### src/hw/apm_defs.vh
// Register map, field positions and reset values for the address/GPIO pin mux.
// Assumes the includer works on 32-bit AXI4-Lite data with word-aligned byte addresses.
`ifndef APM_DEFS_VH
`define APM_DEFS_VH

// ----------------------------------------------------------------------------
// Register byte offsets
// ----------------------------------------------------------------------------
`define APM_OFS_BUS_CTRL   12'h000
`define APM_OFS_E_SEL      12'h004
`define APM_OFS_E_DIR      12'h008
`define APM_OFS_E_DOUT     12'h00C
`define APM_OFS_E_PULLUP   12'h010
`define APM_OFS_E_PINS     12'h014
`define APM_OFS_A_SEL      12'h020
`define APM_OFS_A_DIR      12'h024
`define APM_OFS_A_DOUT     12'h028
`define APM_OFS_A_PULLUP   12'h02C
`define APM_OFS_A_PINS     12'h030

// ----------------------------------------------------------------------------
// Field positions and widths
// ----------------------------------------------------------------------------
`define APM_BIT_IDLE_DRIVE 0
`define APM_E_LO           2
`define APM_E_HI           3
`define APM_A_LO           0
`define APM_A_HI           7
`define APM_NPINS          10
`define APM_NCTRL          3

// ----------------------------------------------------------------------------
// Reset values
// ----------------------------------------------------------------------------
`define APM_RST_IDLE_DRIVE 1'b0
`define APM_RST_E_SEL      2'b11
`define APM_RST_A_SEL      8'hFF
`define APM_RST_E_PULLUP   2'b11
`define APM_RST_A_PULLUP   8'hFF
`define APM_RST_DIR_E      2'b00
`define APM_RST_DIR_A      8'h00
`define APM_RST_DOUT_E     2'b00
`define APM_RST_DOUT_A     8'h00

// ----------------------------------------------------------------------------
// AXI responses
// ----------------------------------------------------------------------------
`define APM_RESP_OKAY      2'b00
`define APM_RESP_SLVERR    2'b10

`endif

### src/hw/apm_pin_cell.v
// One shared pad: chooses between the address bus and a GPIO bit, drives the
// pad output, enable and pull-up from flip-flops, and synchronises the pad input.
// Assumes all control inputs come from logic on core_clk.
`timescale 1ns/1ps
module apm_pin_cell (
  input  wire core_clk,
  input  wire rst_n,
  input  wire addr_sel,
  input  wire addr_val,
  input  wire bus_drive,
  input  wire gpio_dir,
  input  wire gpio_out,
  input  wire pull_en,
  input  wire pad_i,
  output reg  pad_o_ff,
  output reg  pad_oe_ff,
  output reg  pad_pu_ff,
  output reg  pin_sync_ff
);

  reg  sync1_ff;
  wire nxt_pad_o;
  wire nxt_pad_oe;

  // --------------------------------------------------------------------------
  // Function select
  // --------------------------------------------------------------------------
  assign nxt_pad_o  = addr_sel ? addr_val : gpio_out;
  assign nxt_pad_oe = addr_sel ? bus_drive : gpio_dir;

  // In reset the driver is off and the pull-up on.
  always @(posedge core_clk or negedge rst_n) begin
    if (!rst_n) begin
      pad_o_ff    <= 1'b0;
      pad_oe_ff   <= 1'b0;
      pad_pu_ff   <= 1'b1;
      sync1_ff    <= 1'b0;
      pin_sync_ff <= 1'b0;
    end else begin
      pad_o_ff    <= nxt_pad_o;
      pad_oe_ff   <= nxt_pad_oe;
      pad_pu_ff   <= pull_en;
      sync1_ff    <= pad_i;
      pin_sync_ff <= sync1_ff;
    end
  end

endmodule // apm_pin_cell

### src/hw/apm_pin_mux.v
// Pin mux for address bits 6..15 shared with port E pins 2..3 and port A pins 0..7,
// with an AXI4-Lite register slave for selection, direction, data and pull-ups.
// Assumes emi_* inputs come from the memory interface on core_clk; pads are outside.
`timescale 1ns/1ps
`include "apm_defs.vh"

// What this block does
// In address function, port E pins 2-3 drive address bits 6 and 7.
// In address function, port A pins 0-7 drive address bits 8 to 15.
// Address 6-7 and control outputs float on idle bus unless idle drive set.
// Address 8-15 and control outputs float on idle bus unless idle drive set.
// Software should set idle drive to 1 to keep outputs driven when idle.
// Port E pins 2-3 are each independently GPIO input or output.
// Port A pins 0-7 are each independently GPIO input or output.
// After reset every shared pin selects the address-bus function.
// Clearing a port E pull-up enable bit turns that pin's pull-up off.
// Pull-up bits map by pin number: port E pin 2 is bit 2.
// Port A pin 0 is pull-up bit 0; clearing it disables the pull-up.
// During reset all drivers are off and all pull-ups are on.
module apm_pin_mux (
  input  wire        core_clk,
  input  wire        rst_n,
  // AXI4-Lite slave
  input  wire [11:0] s_axi_awaddr,
  input  wire [2:0]  s_axi_awprot,
  input  wire        s_axi_awvalid,
  output wire        s_axi_awready,
  input  wire [31:0] s_axi_wdata,
  input  wire [3:0]  s_axi_wstrb,
  input  wire        s_axi_wvalid,
  output wire        s_axi_wready,
  output reg  [1:0]  s_axi_bresp,
  output reg         s_axi_bvalid,
  input  wire        s_axi_bready,
  input  wire [11:0] s_axi_araddr,
  input  wire [2:0]  s_axi_arprot,
  input  wire        s_axi_arvalid,
  output wire        s_axi_arready,
  output reg  [31:0] s_axi_rdata,
  output reg  [1:0]  s_axi_rresp,
  output reg         s_axi_rvalid,
  input  wire        s_axi_rready,
  // Memory interface side
  input  wire [15:6] emi_addr,
  input  wire        emi_bus_active,
  input  wire [2:0]  emi_ctrl,
  output reg  [2:0]  emi_ctrl_pad_o_ff,
  output reg  [2:0]  emi_ctrl_pad_oe_ff,
  // Shared pads, index 0 is address bit 6 and index 9 is address bit 15
  input  wire [9:0]  addr_pad_i,
  output wire [9:0]  addr_pad_o,
  output wire [9:0]  addr_pad_oe,
  output wire [9:0]  addr_pad_pu
);

  // --------------------------------------------------------------------------
  // Configuration registers
  // --------------------------------------------------------------------------
  reg         idle_drive_select_ff;
  reg  [3:2]  port_e_sel_ff;
  reg  [3:2]  port_e_dir_ff;
  reg  [3:2]  port_e_dout_ff;
  reg  [3:2]  port_e_pullup_enable_ff;
  reg  [7:0]  port_a_sel_ff;
  reg  [7:0]  port_a_dir_ff;
  reg  [7:0]  port_a_dout_ff;
  reg  [7:0]  port_a_pullup_enable_ff;

  // --------------------------------------------------------------------------
  // Bus slave state
  // --------------------------------------------------------------------------
  reg         aw_got_ff;
  reg         w_got_ff;
  reg  [11:0] awaddr_ff;
  reg  [31:0] wdata_ff;
  reg  [3:0]  wstrb_ff;
  wire        aw_take;
  wire        w_take;
  wire        have_aw;
  wire        have_w;
  wire        wr_fire;
  wire [11:0] wr_addr;
  wire [31:0] wr_data;
  wire [3:0]  wr_strb;
  wire        wr_lane0;
  reg         wr_hit;
  wire        ar_take;
  reg  [31:0] nxt_rdata;
  reg         rd_hit;

  // --------------------------------------------------------------------------
  // Pin vectors
  // --------------------------------------------------------------------------
  wire [9:0]  pin_sel;
  wire [9:0]  pin_dir;
  wire [9:0]  pin_dout;
  wire [9:0]  pin_pull;
  wire [9:0]  pin_sync;
  wire        bus_drive;

  // --------------------------------------------------------------------------
  // Write channel
  // --------------------------------------------------------------------------
  // Address and data are held separately so either may arrive first.
  assign s_axi_awready = !aw_got_ff && !s_axi_bvalid;
  assign s_axi_wready  = !w_got_ff && !s_axi_bvalid;
  assign aw_take       = s_axi_awvalid && s_axi_awready;
  assign w_take        = s_axi_wvalid && s_axi_wready;
  assign have_aw       = aw_got_ff || aw_take;
  assign have_w        = w_got_ff || w_take;
  assign wr_fire       = have_aw && have_w && !s_axi_bvalid;
  assign wr_addr       = aw_got_ff ? awaddr_ff : s_axi_awaddr;
  assign wr_data       = w_got_ff ? wdata_ff : s_axi_wdata;
  assign wr_strb       = w_got_ff ? wstrb_ff : s_axi_wstrb;
  // Every field sits in the low byte, so only that lane matters.
  assign wr_lane0      = wr_fire && wr_strb[0];

  always @* begin
    wr_hit = 1'b1;
    if (wr_addr == `APM_OFS_BUS_CTRL) begin
      wr_hit = 1'b1;
    end else if (wr_addr == `APM_OFS_E_SEL) begin
      wr_hit = 1'b1;
    end else if (wr_addr == `APM_OFS_E_DIR) begin
      wr_hit = 1'b1;
    end else if (wr_addr == `APM_OFS_E_DOUT) begin
      wr_hit = 1'b1;
    end else if (wr_addr == `APM_OFS_E_PULLUP) begin
      wr_hit = 1'b1;
    end else if (wr_addr == `APM_OFS_E_PINS) begin
      wr_hit = 1'b1;
    end else if (wr_addr == `APM_OFS_A_SEL) begin
      wr_hit = 1'b1;
    end else if (wr_addr == `APM_OFS_A_DIR) begin
      wr_hit = 1'b1;
    end else if (wr_addr == `APM_OFS_A_DOUT) begin
      wr_hit = 1'b1;
    end else if (wr_addr == `APM_OFS_A_PULLUP) begin
      wr_hit = 1'b1;
    end else if (wr_addr == `APM_OFS_A_PINS) begin
      wr_hit = 1'b1;
    end else begin
      wr_hit = 1'b0;
    end
  end

  always @(posedge core_clk or negedge rst_n) begin
    if (!rst_n) begin
      aw_got_ff    <= 1'b0;
      w_got_ff     <= 1'b0;
      awaddr_ff    <= 12'h000;
      wdata_ff     <= 32'h0000_0000;
      wstrb_ff     <= 4'h0;
      s_axi_bvalid <= 1'b0;
      s_axi_bresp  <= `APM_RESP_OKAY;
    end else begin
      if (wr_fire) begin
        aw_got_ff    <= 1'b0;
        w_got_ff     <= 1'b0;
        s_axi_bvalid <= 1'b1;
        s_axi_bresp  <= wr_hit ? `APM_RESP_OKAY : `APM_RESP_SLVERR;
      end else begin
        if (aw_take) begin
          aw_got_ff <= 1'b1;
          awaddr_ff <= s_axi_awaddr;
        end
        if (w_take) begin
          w_got_ff <= 1'b1;
          wdata_ff <= s_axi_wdata;
          wstrb_ff <= s_axi_wstrb;
        end
        if (s_axi_bvalid && s_axi_bready) begin
          s_axi_bvalid <= 1'b0;
        end
      end
    end
  end

  // --------------------------------------------------------------------------
  // Register writes
  // --------------------------------------------------------------------------
  // The pin-state registers are read-only; writes to them are accepted and dropped.
  always @(posedge core_clk or negedge rst_n) begin
    if (!rst_n) begin
      idle_drive_select_ff    <= `APM_RST_IDLE_DRIVE;
      port_e_sel_ff           <= `APM_RST_E_SEL;
      port_a_sel_ff           <= `APM_RST_A_SEL;
      port_e_dir_ff           <= `APM_RST_DIR_E;
      port_a_dir_ff           <= `APM_RST_DIR_A;
      port_e_dout_ff          <= `APM_RST_DOUT_E;
      port_a_dout_ff          <= `APM_RST_DOUT_A;
      port_e_pullup_enable_ff <= `APM_RST_E_PULLUP;
      port_a_pullup_enable_ff <= `APM_RST_A_PULLUP;
    end else if (wr_lane0) begin
      if (wr_addr == `APM_OFS_BUS_CTRL) begin
        idle_drive_select_ff <= wr_data[`APM_BIT_IDLE_DRIVE];
      end else if (wr_addr == `APM_OFS_E_SEL) begin
        port_e_sel_ff <= wr_data[`APM_E_HI:`APM_E_LO];
      end else if (wr_addr == `APM_OFS_E_DIR) begin
        port_e_dir_ff <= wr_data[`APM_E_HI:`APM_E_LO];
      end else if (wr_addr == `APM_OFS_E_DOUT) begin
        port_e_dout_ff <= wr_data[`APM_E_HI:`APM_E_LO];
      end else if (wr_addr == `APM_OFS_E_PULLUP) begin
        port_e_pullup_enable_ff <= wr_data[`APM_E_HI:`APM_E_LO];
      end else if (wr_addr == `APM_OFS_A_SEL) begin
        port_a_sel_ff <= wr_data[`APM_A_HI:`APM_A_LO];
      end else if (wr_addr == `APM_OFS_A_DIR) begin
        port_a_dir_ff <= wr_data[`APM_A_HI:`APM_A_LO];
      end else if (wr_addr == `APM_OFS_A_DOUT) begin
        port_a_dout_ff <= wr_data[`APM_A_HI:`APM_A_LO];
      end else if (wr_addr == `APM_OFS_A_PULLUP) begin
        port_a_pullup_enable_ff <= wr_data[`APM_A_HI:`APM_A_LO];
      end
    end
  end

  // --------------------------------------------------------------------------
  // Read channel
  // --------------------------------------------------------------------------
  assign s_axi_arready = !s_axi_rvalid;
  assign ar_take       = s_axi_arvalid && s_axi_arready;

  always @* begin
    nxt_rdata = 32'h0000_0000;
    rd_hit    = 1'b1;
    if (s_axi_araddr == `APM_OFS_BUS_CTRL) begin
      nxt_rdata[`APM_BIT_IDLE_DRIVE] = idle_drive_select_ff;
    end else if (s_axi_araddr == `APM_OFS_E_SEL) begin
      nxt_rdata[`APM_E_HI:`APM_E_LO] = port_e_sel_ff;
    end else if (s_axi_araddr == `APM_OFS_E_DIR) begin
      nxt_rdata[`APM_E_HI:`APM_E_LO] = port_e_dir_ff;
    end else if (s_axi_araddr == `APM_OFS_E_DOUT) begin
      nxt_rdata[`APM_E_HI:`APM_E_LO] = port_e_dout_ff;
    end else if (s_axi_araddr == `APM_OFS_E_PULLUP) begin
      nxt_rdata[`APM_E_HI:`APM_E_LO] = port_e_pullup_enable_ff;
    end else if (s_axi_araddr == `APM_OFS_E_PINS) begin
      nxt_rdata[`APM_E_HI:`APM_E_LO] = pin_sync[1:0];
    end else if (s_axi_araddr == `APM_OFS_A_SEL) begin
      nxt_rdata[`APM_A_HI:`APM_A_LO] = port_a_sel_ff;
    end else if (s_axi_araddr == `APM_OFS_A_DIR) begin
      nxt_rdata[`APM_A_HI:`APM_A_LO] = port_a_dir_ff;
    end else if (s_axi_araddr == `APM_OFS_A_DOUT) begin
      nxt_rdata[`APM_A_HI:`APM_A_LO] = port_a_dout_ff;
    end else if (s_axi_araddr == `APM_OFS_A_PULLUP) begin
      nxt_rdata[`APM_A_HI:`APM_A_LO] = port_a_pullup_enable_ff;
    end else if (s_axi_araddr == `APM_OFS_A_PINS) begin
      nxt_rdata[`APM_A_HI:`APM_A_LO] = pin_sync[9:2];
    end else begin
      rd_hit = 1'b0;
    end
  end

  always @(posedge core_clk or negedge rst_n) begin
    if (!rst_n) begin
      s_axi_rvalid <= 1'b0;
      s_axi_rdata  <= 32'h0000_0000;
      s_axi_rresp  <= `APM_RESP_OKAY;
    end else if (ar_take) begin
      s_axi_rvalid <= 1'b1;
      s_axi_rdata  <= nxt_rdata;
      s_axi_rresp  <= rd_hit ? `APM_RESP_OKAY : `APM_RESP_SLVERR;
    end else if (s_axi_rvalid && s_axi_rready) begin
      s_axi_rvalid <= 1'b0;
    end
  end

  // --------------------------------------------------------------------------
  // Memory interface control outputs
  // --------------------------------------------------------------------------
  // With idle drive clear the pads float between accesses; setting it avoids
  // floating nets on the memory side, which is why software should set it.
  assign bus_drive = emi_bus_active || idle_drive_select_ff;

  always @(posedge core_clk or negedge rst_n) begin
    if (!rst_n) begin
      emi_ctrl_pad_o_ff  <= 3'b000;
      emi_ctrl_pad_oe_ff <= 3'b000;
    end else begin
      emi_ctrl_pad_o_ff  <= emi_ctrl;
      emi_ctrl_pad_oe_ff <= {`APM_NCTRL{bus_drive}};
    end
  end

  // --------------------------------------------------------------------------
  // Shared pads
  // --------------------------------------------------------------------------
  // Index 0..1 are port E pins 2..3, index 2..9 are port A pins 0..7.
  assign pin_sel  = {port_a_sel_ff, port_e_sel_ff};
  assign pin_dir  = {port_a_dir_ff, port_e_dir_ff};
  assign pin_dout = {port_a_dout_ff, port_e_dout_ff};
  assign pin_pull = {port_a_pullup_enable_ff, port_e_pullup_enable_ff};

  genvar gi;
  generate
    for (gi = 0; gi < `APM_NPINS; gi = gi + 1) begin : g_pin
      apm_pin_cell u_cell (
        .core_clk    (core_clk),
        .rst_n       (rst_n),
        .addr_sel    (pin_sel[gi]),
        .addr_val    (emi_addr[gi + 6]),
        .bus_drive   (bus_drive),
        .gpio_dir    (pin_dir[gi]),
        .gpio_out    (pin_dout[gi]),
        .pull_en     (pin_pull[gi]),
        .pad_i       (addr_pad_i[gi]),
        .pad_o_ff    (addr_pad_o[gi]),
        .pad_oe_ff   (addr_pad_oe[gi]),
        .pad_pu_ff   (addr_pad_pu[gi]),
        .pin_sync_ff (pin_sync[gi])
      );
    end
  endgenerate

endmodule // apm_pin_mux

### config.mk
export PLATFORM = sky130hd
export DESIGN_NAME = apm_pin_mux
export DESIGN_NICKNAME = d
export VERILOG_FILES = /design/src/hw/apm_pin_cell.v /design/src/hw/apm_pin_mux.v
export VERILOG_INCLUDE_DIRS = /design/src /design/src/hw
export SDC_FILE = /design/constraint.sdc
export NUM_CORES = 1
export LEC_CHECK = 0
export BUFFER_PORTS_ARGS = -buffer_cell sky130_fd_sc_hd__clkbuf_2
export CELL_PAD_IN_SITES_DETAIL_PLACEMENT = 1
export CELL_PAD_IN_SITES_GLOBAL_PLACEMENT = 1
export CORE_UTILIZATION = 35
export DETAILED_ROUTE_END_ITERATION = 6
export PLACE_DENSITY_LB_ADDON = 0.1
export SYNTH_ARGS = -nofsm -noshare
export SYNTH_HDL_FRONTEND = slang
export SYNTH_SLANG_ARGS = --single-unit
### constraint.sdc
create_clock -name core_clk -period 6.1 [get_ports core_clk]
set_clock_uncertainty 0.05 [all_clocks]
set_input_delay 1.22 -clock core_clk [delete_from_list [all_inputs] [get_ports core_clk]]
set_output_delay 1.22 -clock core_clk [all_outputs]
set_load 0.01 [all_outputs]
=== Word level (Yosys, flattened, before mapping) ===
Cells that the tools add are included.

* Equal/unequal tests: 20
* Mux-type cells: 77
* Bitwise logic cells: 9
* Reductions and logical operators: 34

{| class="wikitable"
|+ Operator list
! operator !! number
|-
| equality test 12 x 6 -> 1 bit (second input constant) || 10
|-
| two-way mux 1 bit || 52
|-
| equality test 12 x 4 -> 1 bit (second input constant) || 4
|-
| equality test 12 x 5 -> 1 bit (second input constant) || 4
|-
| two-way mux 8 bit || 6
|-
| equality test 12 x 3 -> 1 bit (second input constant) || 2
|-
| zero test 12 bit || 2
|-
| two-way mux 2 bit || 12
|-
| two-way mux 4 bit || 5
|-
| two-way mux 12 bit || 1
|-
| logical AND 1 bit || 10
|-
| AND reduction 10 bit || 1
|-
| NOT 1 bit || 9
|-
| AND reduction 9 bit || 1
|-
| AND reduction 8 bit || 1
|-
| nonzero test 2 bit || 4
|-
| two-way mux 7 bit || 1
|-
| AND reduction 7 bit || 1
|-
| AND reduction 2 bit || 3
|-
| AND reduction 6 bit || 1
|-
| AND reduction 5 bit || 1
|-
| zero test 1 bit || 4
|-
| AND reduction 4 bit || 1
|-
| logical OR 1 bit || 3
|-
| AND reduction 3 bit || 1
|}

* Register bits: 132
* Input port bits: 97
* Output and inout port bits: 77
* Word-level logic and storage cells: 211

=== Longest topological paths before layout ===
Gate-level depths: netlist (run 1).

* Depth in word-level cells: 14
* Depth in mapped cells: 7
* Gate-level depth less buffers: 5

=== Hierarchy ===
A second synthesis (run 1) with hierarchy kept.

* Cell total of the unflattened synthesis: 452
* Area total of the unflattened synthesis: 5,749.3 um^2

{| class="wikitable"
|+ Modules (own cells, without submodules)
! module !! times used !! cells each !! area each (um^2) !! sequential area each (um^2)
|-
| apm_pin_mux || 1 || 382 || 4,260.3 || 2,026.9
|-
| apm_pin_cell || 10 || 7 || 148.9 || 126.4
|}

=== Worst setup path after synthesis (run 1) ===
OpenSTA, ideal clock, no wires.

* Kind: in2reg
* Start point: in s_axi_awaddr[6]
* End point: reg port_a_dir_ff[0]
* Library setup time: 0.125 ns
* Arrival: 2.902 ns
* Path slack: 3.023 ns
* Cell stages on the path: 5
* Buffers on the path: 0
* Cell sequence: or4_4 nor4_4 o2111ai_4 nor3b_4 mux2_2

* Word-level cells in the longest chain between the ends: 4

{| class="wikitable"
|+ Ends and longest elaborated chain
! element !! RTL line !! RTL
|-
| from (decl) || apm_pin_mux.v:24 || <nowiki>input wire [11:0] s_axi_awaddr,</nowiki>
|-
| two-way mux 12 bit (*) || apm_pin_mux.v:112 || <nowiki>assign wr_addr = aw_got_ff ? awaddr_ff : s_axi_awaddr;</nowiki>
|-
| equality test 12 x 6 -> 1 bit (no source line), or another cell as far along || - ||
|-
| NOT 1 bit (no source line) || - ||
|-
| AND reduction 8 bit (no source line) (*) || - ||
|-
| to (signal assigned) || apm_pin_mux.v:189 || <nowiki>port_a_dir_ff <= `APM_RST_DIR_A;</nowiki>
|-
| to (signal assigned) || apm_pin_mux.v:208 || <nowiki>port_a_dir_ff <= wr_data[`APM_A_HI:`APM_A_LO];</nowiki>
|-
| to (decl) || apm_pin_mux.v:65 || <nowiki>reg [7:0] port_a_dir_ff;</nowiki>
|}

Mark *: on every way between the ends. The rest lies on a longest branch, timed or not.
A chain may end at the register's enable or synchronous reset.

=== Worst setup path in the final report (run 1) ===
* Start point: in s_axi_awaddr[6]
* End point: reg port_a_dout_ff[2]

* Word-level cells in the longest chain between the ends: 4

{| class="wikitable"
|+ Ends and longest elaborated chain
! element !! RTL line !! RTL
|-
| two-way mux 12 bit (*) || apm_pin_mux.v:112 ||
|-
| equality test 12 x 6 -> 1 bit (no source line), or another cell as far along || - ||
|-
| NOT 1 bit (no source line) || - ||
|-
| AND reduction 9 bit (no source line) (*) || - ||
|-
| to (signal assigned) || apm_pin_mux.v:191 || <nowiki>port_a_dout_ff <= `APM_RST_DOUT_A;</nowiki>
|-
| to (signal assigned) || apm_pin_mux.v:210 || <nowiki>port_a_dout_ff <= wr_data[`APM_A_HI:`APM_A_LO];</nowiki>
|-
| to (decl) || apm_pin_mux.v:66 || <nowiki>reg [7:0] port_a_dout_ff;</nowiki>
|}

Marks and branches as above.

==> results.yml, run 1 <==
status:
  run_status: "finished, final reports clean"
floorplanning:
  ios: 174
  die_x_um: 133
  die_y_um: 133
  core_sq_um: 16600
  rows: 47
  die-area_sq_um: 17600
  start_util_pct: 36.0
detailed_routing:
  viasPerCell: 4.94
  wl_per_cell_um: 18.3
  drc: 0
  vias: 4058
  first_iter_violations: 140
  wl_um: 15000
  firstDrtPassIters: 4
  detail-route-antenna-nets: 0
clocking:
  cts_htree_levels: 4
  clock_sinks: 130
  cts_buffer_depth: 2
  post_cts_resized: 0
  path_clk_slew_ns: 0.06
  cts-root-buf: "clkbuf_16"
  cts_setup_buffers: 0
  clock_latency_ns: 0.42
  cts_tree: "done"
  numCtsBuffers: 17
  ctsHoldBuffers: 0
pwr:
  pwr_density_cell_nw_per_um2: 365
  irDropWorstVdd_mv: 0.215
  total_power_mw: 2.59
  power.leakage_nw: 3.28
global_routing:
  antenna_found_initial: 0
  grt_usage_pct: 18.2
  grt_pass1_vias: 4252
  grt_overflow: 0
  grt_max_degree: 73
  grt_pass1_wl_um: 24100
layout:
  final_cells: 822
  antenna_cells: 0
  area_growth_pct: 18.3
  fill_cells: 1807
  nets: 687
  finish.instance_area_sq_um: 7090
  layout-drive-gt1-share_pct: 44.5
  post-route-util_pct: 42.6
placement:
  post_dp_cell_area_sq_um: 6450
  dp_slack_ns: 2.50
  dp.cells: 791
  place_hpwl_um: 10500
  place_congestion: 0.808
  io_buffers: 114
yosys:
  synth_cell_types: 52
  avgSynthCellArea_sq_um: 11.9
  synth_common_cells: "dfrtp_1, mux2_2, buf_4"
  yosys_register_bits: 130
  synth_edf_count: 0
  netlist_area_sq_um: 5990
  syn_inst: 504
  synth_top_area_share_pct: 41.8
  yosysWarningCount: 0
  synthTopCellsByArea: "dfrtp_1, mux2_2, dfstp_2, buf_4, nor2_1"
  yosysSeqAreaShare_pct: 55.0
  ys_async_sr_fraction_pct: 100
  yosys.area.top_type: "dfrtp_1"
  ys.flop_type: "dfrtp_1"
  synth_most_common_cell: "dfrtp_1"
sta:
  fmax_ghz: 0.316
  fin_crit_sh_pct: 51.8
  fin_setup_tns_ns: 0
  hold_viol: 0
  worst_pin_slew_ns: 0.967
  maxSlewViolCount: 0
  hold-worst-slack_ns: 0.298
  rsz0062_at_grt: "false"
  maxSlewHeadroom_pct: 35.4
  setup_viol: 0
  setup_slack_ns: 2.94
  min_period_ns: 3.16
worst_setup_path:
  crit_type: "primary input to register"
  crit_path_start_kind: "primary input"
  worstPathArrival_ns: 3.41
  crit_required_ns: 6.35
  crit_fanout: 8
  end_kind: "register"
worst_hold_path:
  hp-class: "register to register"
run:
  cap_violations: 0
-- layer usage --
layer  track usage [%]  part of all wire [%]
met5                 0                     0
met4              5.43                   1.4
met3              5.17                   4.6
met2              27.6                    46
met1              25.2                    48
-- flip-flops by register name (all words and copies together), names as in the netlist, 3 cells and up --
name and count:
awaddr_ff 12, g_pin.u_cell.pad_o_ff 10, g_pin.u_cell.pad_oe_ff 10, g_pin.u_cell.pad_pu_ff 10
g_pin.u_cell.pin_sync_ff 10, g_pin.u_cell.sync1_ff 10, port_a_dir_ff 8, port_a_dout_ff 8
port_a_pullup_enable_ff 8, port_a_sel_ff 8, s_axi_rdata 8, wdata_ff 8
emi_ctrl_pad_o_ff 3
-- layout make-up --
type	instances	area, sq um	share of cell area (%)
Clock inverter	13	210	2.97
Clock buffer	18	429	6.06
Inverter	5	18.8	0.265
Timing Repair Buffer	117	596	8.40
Multi-Input combinational cell	319	2270	32.0
Sequential cell	130	3290	46.4
Tap cell	220	275	3.88
-- where the power goes --
part / leakage, nW / total (mW) / switching (mW) / internal (mW)
clock network: 0.295 / 1.11 / 0.386 / 0.723
logic: 1.40 / 0.413 / 0.223 / 0.189
registers: 1.59 / 1.07 / 0.0954 / 0.972
-- worst paths after layout --
check / start / slack [ns] / depth (start not counted) / end
setup / recovery: s_axi_awaddr[6] / 2.94 / 6 / port_a_dout_ff[2]
hold / removal: g_pin[8].u_cell.sync1_ff / 0.30 / 0 / g_pin[8].u_cell.pin_sync_ff
setup reg to reg: aw_got_ff / 3.29 / 5 / port_a_dout_ff[2]
hold reg to reg: g_pin[8].u_cell.sync1_ff / 0.30 / 0 / g_pin[8].u_cell.pin_sync_ff
max in group asynchronous: rst_n / 3.80 / 2 / port_e_dout_ff[3]
min in group asynchronous: rst_n / 0.89 / 1 / g_pin[4].u_cell.pad_o_ff
-- kinds of logic (layout without fill, tap and decap cells) --
kind of cell / after synthesis / after routing / synth area share [%]
AOI/OAI and AO/OA: 89 / 89 / 9.59
other: 1 / 26 / 0.0626
and+or+nand+nor: 119 / 119 / 10.6
muxes: 85 / 85 / 15.9
DFF: 130 / 130 / 55.0
buffers and inverters: 80 / 153 / 8.86
-- worst max-delay path: stages --
cell	delay [ns]
clkbuf_2	0.09
or4_4	0.55
nor4_4	0.29
o2111ai_1	0.23
nor2_2	0.62
mux2_2	0.41
-- cells in the final DEF, fill, tap and decap left out, types with 4 or more instances in the layout --
cell | Yosys | layout
o21ai_0 | 27 | 27
conb_1 | 1 | 26
nor3_1 | 8 | 8
a21oi_1 | 23 | 23
nand4_1 | 4 | 4
clkinvlp_4 | 0 | 5
a211oi_1 | 5 | 5
nand2_1 | 18 | 18
o31ai_1 | 4 | 4
a31oi_1 | 5 | 5
dfstp_2 | 30 | 30
clkbuf_16 | 0 | 17
buf_4 | 61 | 4
dfrtp_1 | 100 | 100
nor2b_1 | 16 | 16
clkbuf_2 | 0 | 113
o2bb2ai_1 | 4 | 4
bufinv_16 | 0 | 5
nand2b_1 | 4 | 4
nor2_1 | 40 | 40
mux2_2 | 82 | 82
inv_1 | 5 | 5
nand3_1 | 7 | 7
Power figures use the tool's default switching activity.
==> inputs of run 2 (changes only) <==
- clock period: 6.1 -> 2.9 ns (I/O delays scaled with it)
==> results.yml, run 2 (synthesized netlist as in run 1, its figures left out) <==
layout:
  multi_input_area_sq_um: 2270
  area_growth_pct: 20.5
  seq_area_sq_um: 3290
  final_cell_mix: "clkbuf_2, dfrtp_1, mux2_2"
  layout_commonest_cell: "clkbuf_2"
  nets: 700
  final_cells: 836
  top_register: "awaddr_ff"
  antenna_cells: 0
  fill_cells: 1823
  largest_reg_flops: 12
  layout-drive-gt1-share_pct: 45.8
sta:
  fin_setup_tns_ns: 0
  worst_pin_slew_ns: 0.692
  hold_viol: 0
  fin_crit_sh_pct: 80.9
  fmax_ghz: 0.426
  setup_viol: 0
  hold-worst-slack_ns: 0.0588
  maxSlewHeadroom_pct: 53.5
  rsz0062_at_grt: "false"
  min_period_ns: 2.35
  maxSlewViolCount: 0
run:
  cap_violations: 0
detailed_routing:
  viasPerCell: 4.91
  vias: 4104
  wl_per_cell_um: 17.9
  first_iter_violations: 158
  firstDrtPassIters: 4
  detail-route-antenna-nets: 0
  wl_um: 15000
  drc: 0
floorplanning:
  ios: 174
  rows: 47
  core_sq_um: 16600
  die_x_um: 133
  die-area_sq_um: 17600
  die_y_um: 133
  start_util_pct: 36.0
global_routing:
  grt_overflow: 0
  grt_usage_pct: 18.4
  grt_max_degree: 51
  grt_pass1_vias: 4336
  antenna_found_initial: 0
  grt_pass1_wl_um: 24200
worst_setup_path:
  reg2reg_depth: 6
  worstPathArrival_ns: 2.60
  critPathCapture: "port_a_dout_ff[4]"
  r2r_end: "port_a_dout_ff[4]"
  crit_path_start_kind: "register"
  rr_startpoint: "aw_got_ff"
  critPathLaunch: "aw_got_ff"
  crit_required_ns: 3.15
  rrSetupSlack_ns: 0.55
  crit_fanout: 14
  crit_type: "register to register"
  end_kind: "register"
clocking:
  cts-root-buf: "clkbuf_16"
  cts_htree_levels: 4
  cts_tree: "done"
  numCtsBuffers: 17
  cts_setup_buffers: 0
  cts_buffer_depth: 2
  ctsHoldBuffers: 0
  clock_latency_ns: 0.42
  post_cts_resized: 0
  path_clk_slew_ns: 0.06
  clock_sinks: 130
placement:
  place_hpwl_um: 10900
  dp.cells: 804
  place_congestion: 0.844
  io_buffers: 114
pwr:
  pwr_density_cell_nw_per_um2: 752
  total_power_mw: 5.42
  power.leakage_nw: 3.36
  irDropWorstVdd_mv: 0.415
worst_hold_path:
  hp-class: "primary input to async pin"
status:
  run_status: "finished, final reports clean"
==> run 2: area by class of cell <==
| type | count | area share (%) |
|---|---|---|
| sequential | 130 | 45.6 |
| tap | 220 | 3.81 |
| clock inverter | 14 | 2.84 |
| inverter | 5 | 0.260 |
| multi-input combinational | 319 | 31.4 |
| clock buffer | 18 | 5.95 |
| timing repair buffer | 130 | 10.1 |
==> run 2: worst min path at each step <==
stage	start	endpoint	slack, ns
after floorplan	rst_n	aw_got_ff	0.23
after global placement	g_pin[8].u_cell.sync1_ff	g_pin[8].u_cell.pin_sync_ff	0.28
after detailed placement	g_pin[8].u_cell.sync1_ff	g_pin[8].u_cell.pin_sync_ff	0.29
after CTS	rst_n	g_pin[2].u_cell.pad_o_ff	0.07
after global routing	rst_n	g_pin[1].u_cell.pad_o_ff	0.08
final	rst_n	g_pin[1].u_cell.pad_o_ff	0.06
==> run 2: critical path, stage by stage (launching register included) <==
cell	delay, ns
dfrtp_1	0.63
nor2_1	0.16
nor2_1	0.37
o2111ai_1	0.27
nor2_2	0.23
buf_12	0.16
mux2_2	0.34
==> run 2: where the power goes <==
group	switching, mW	internal [mW]	total (mW)
Sequential	0.158	2.05	2.20
Clock	0.838	1.45	2.29
Combinational	0.507	0.423	0.930
Total	1.50	3.92	5.42
==> run 2: through the flow <==
stage | cell area, sq um | worst slack [ns] | util [%]
detailed placement | 6580 | 0.237 | 39.6
floorplan | 6080 | 0.463 | -
global placement | 6580 | 0.246 | 39.6
global route | 7220 | 0.374 | 43.4
CTS | 7220 | 0.509 | 43.4
finish | 7220 | 0.553 | 43.4
==> run 2: routing by layer <==
layer	wire (um)	vias up	part of all wire, %	track usage, %
met5	0	-	0	0
met4	279	0	1.9	7.09
met3	657	21	4.4	4.56
met2	6840	121	46	27.8
met1	7180	2054	48	25.2
li1	-	1908	-	-
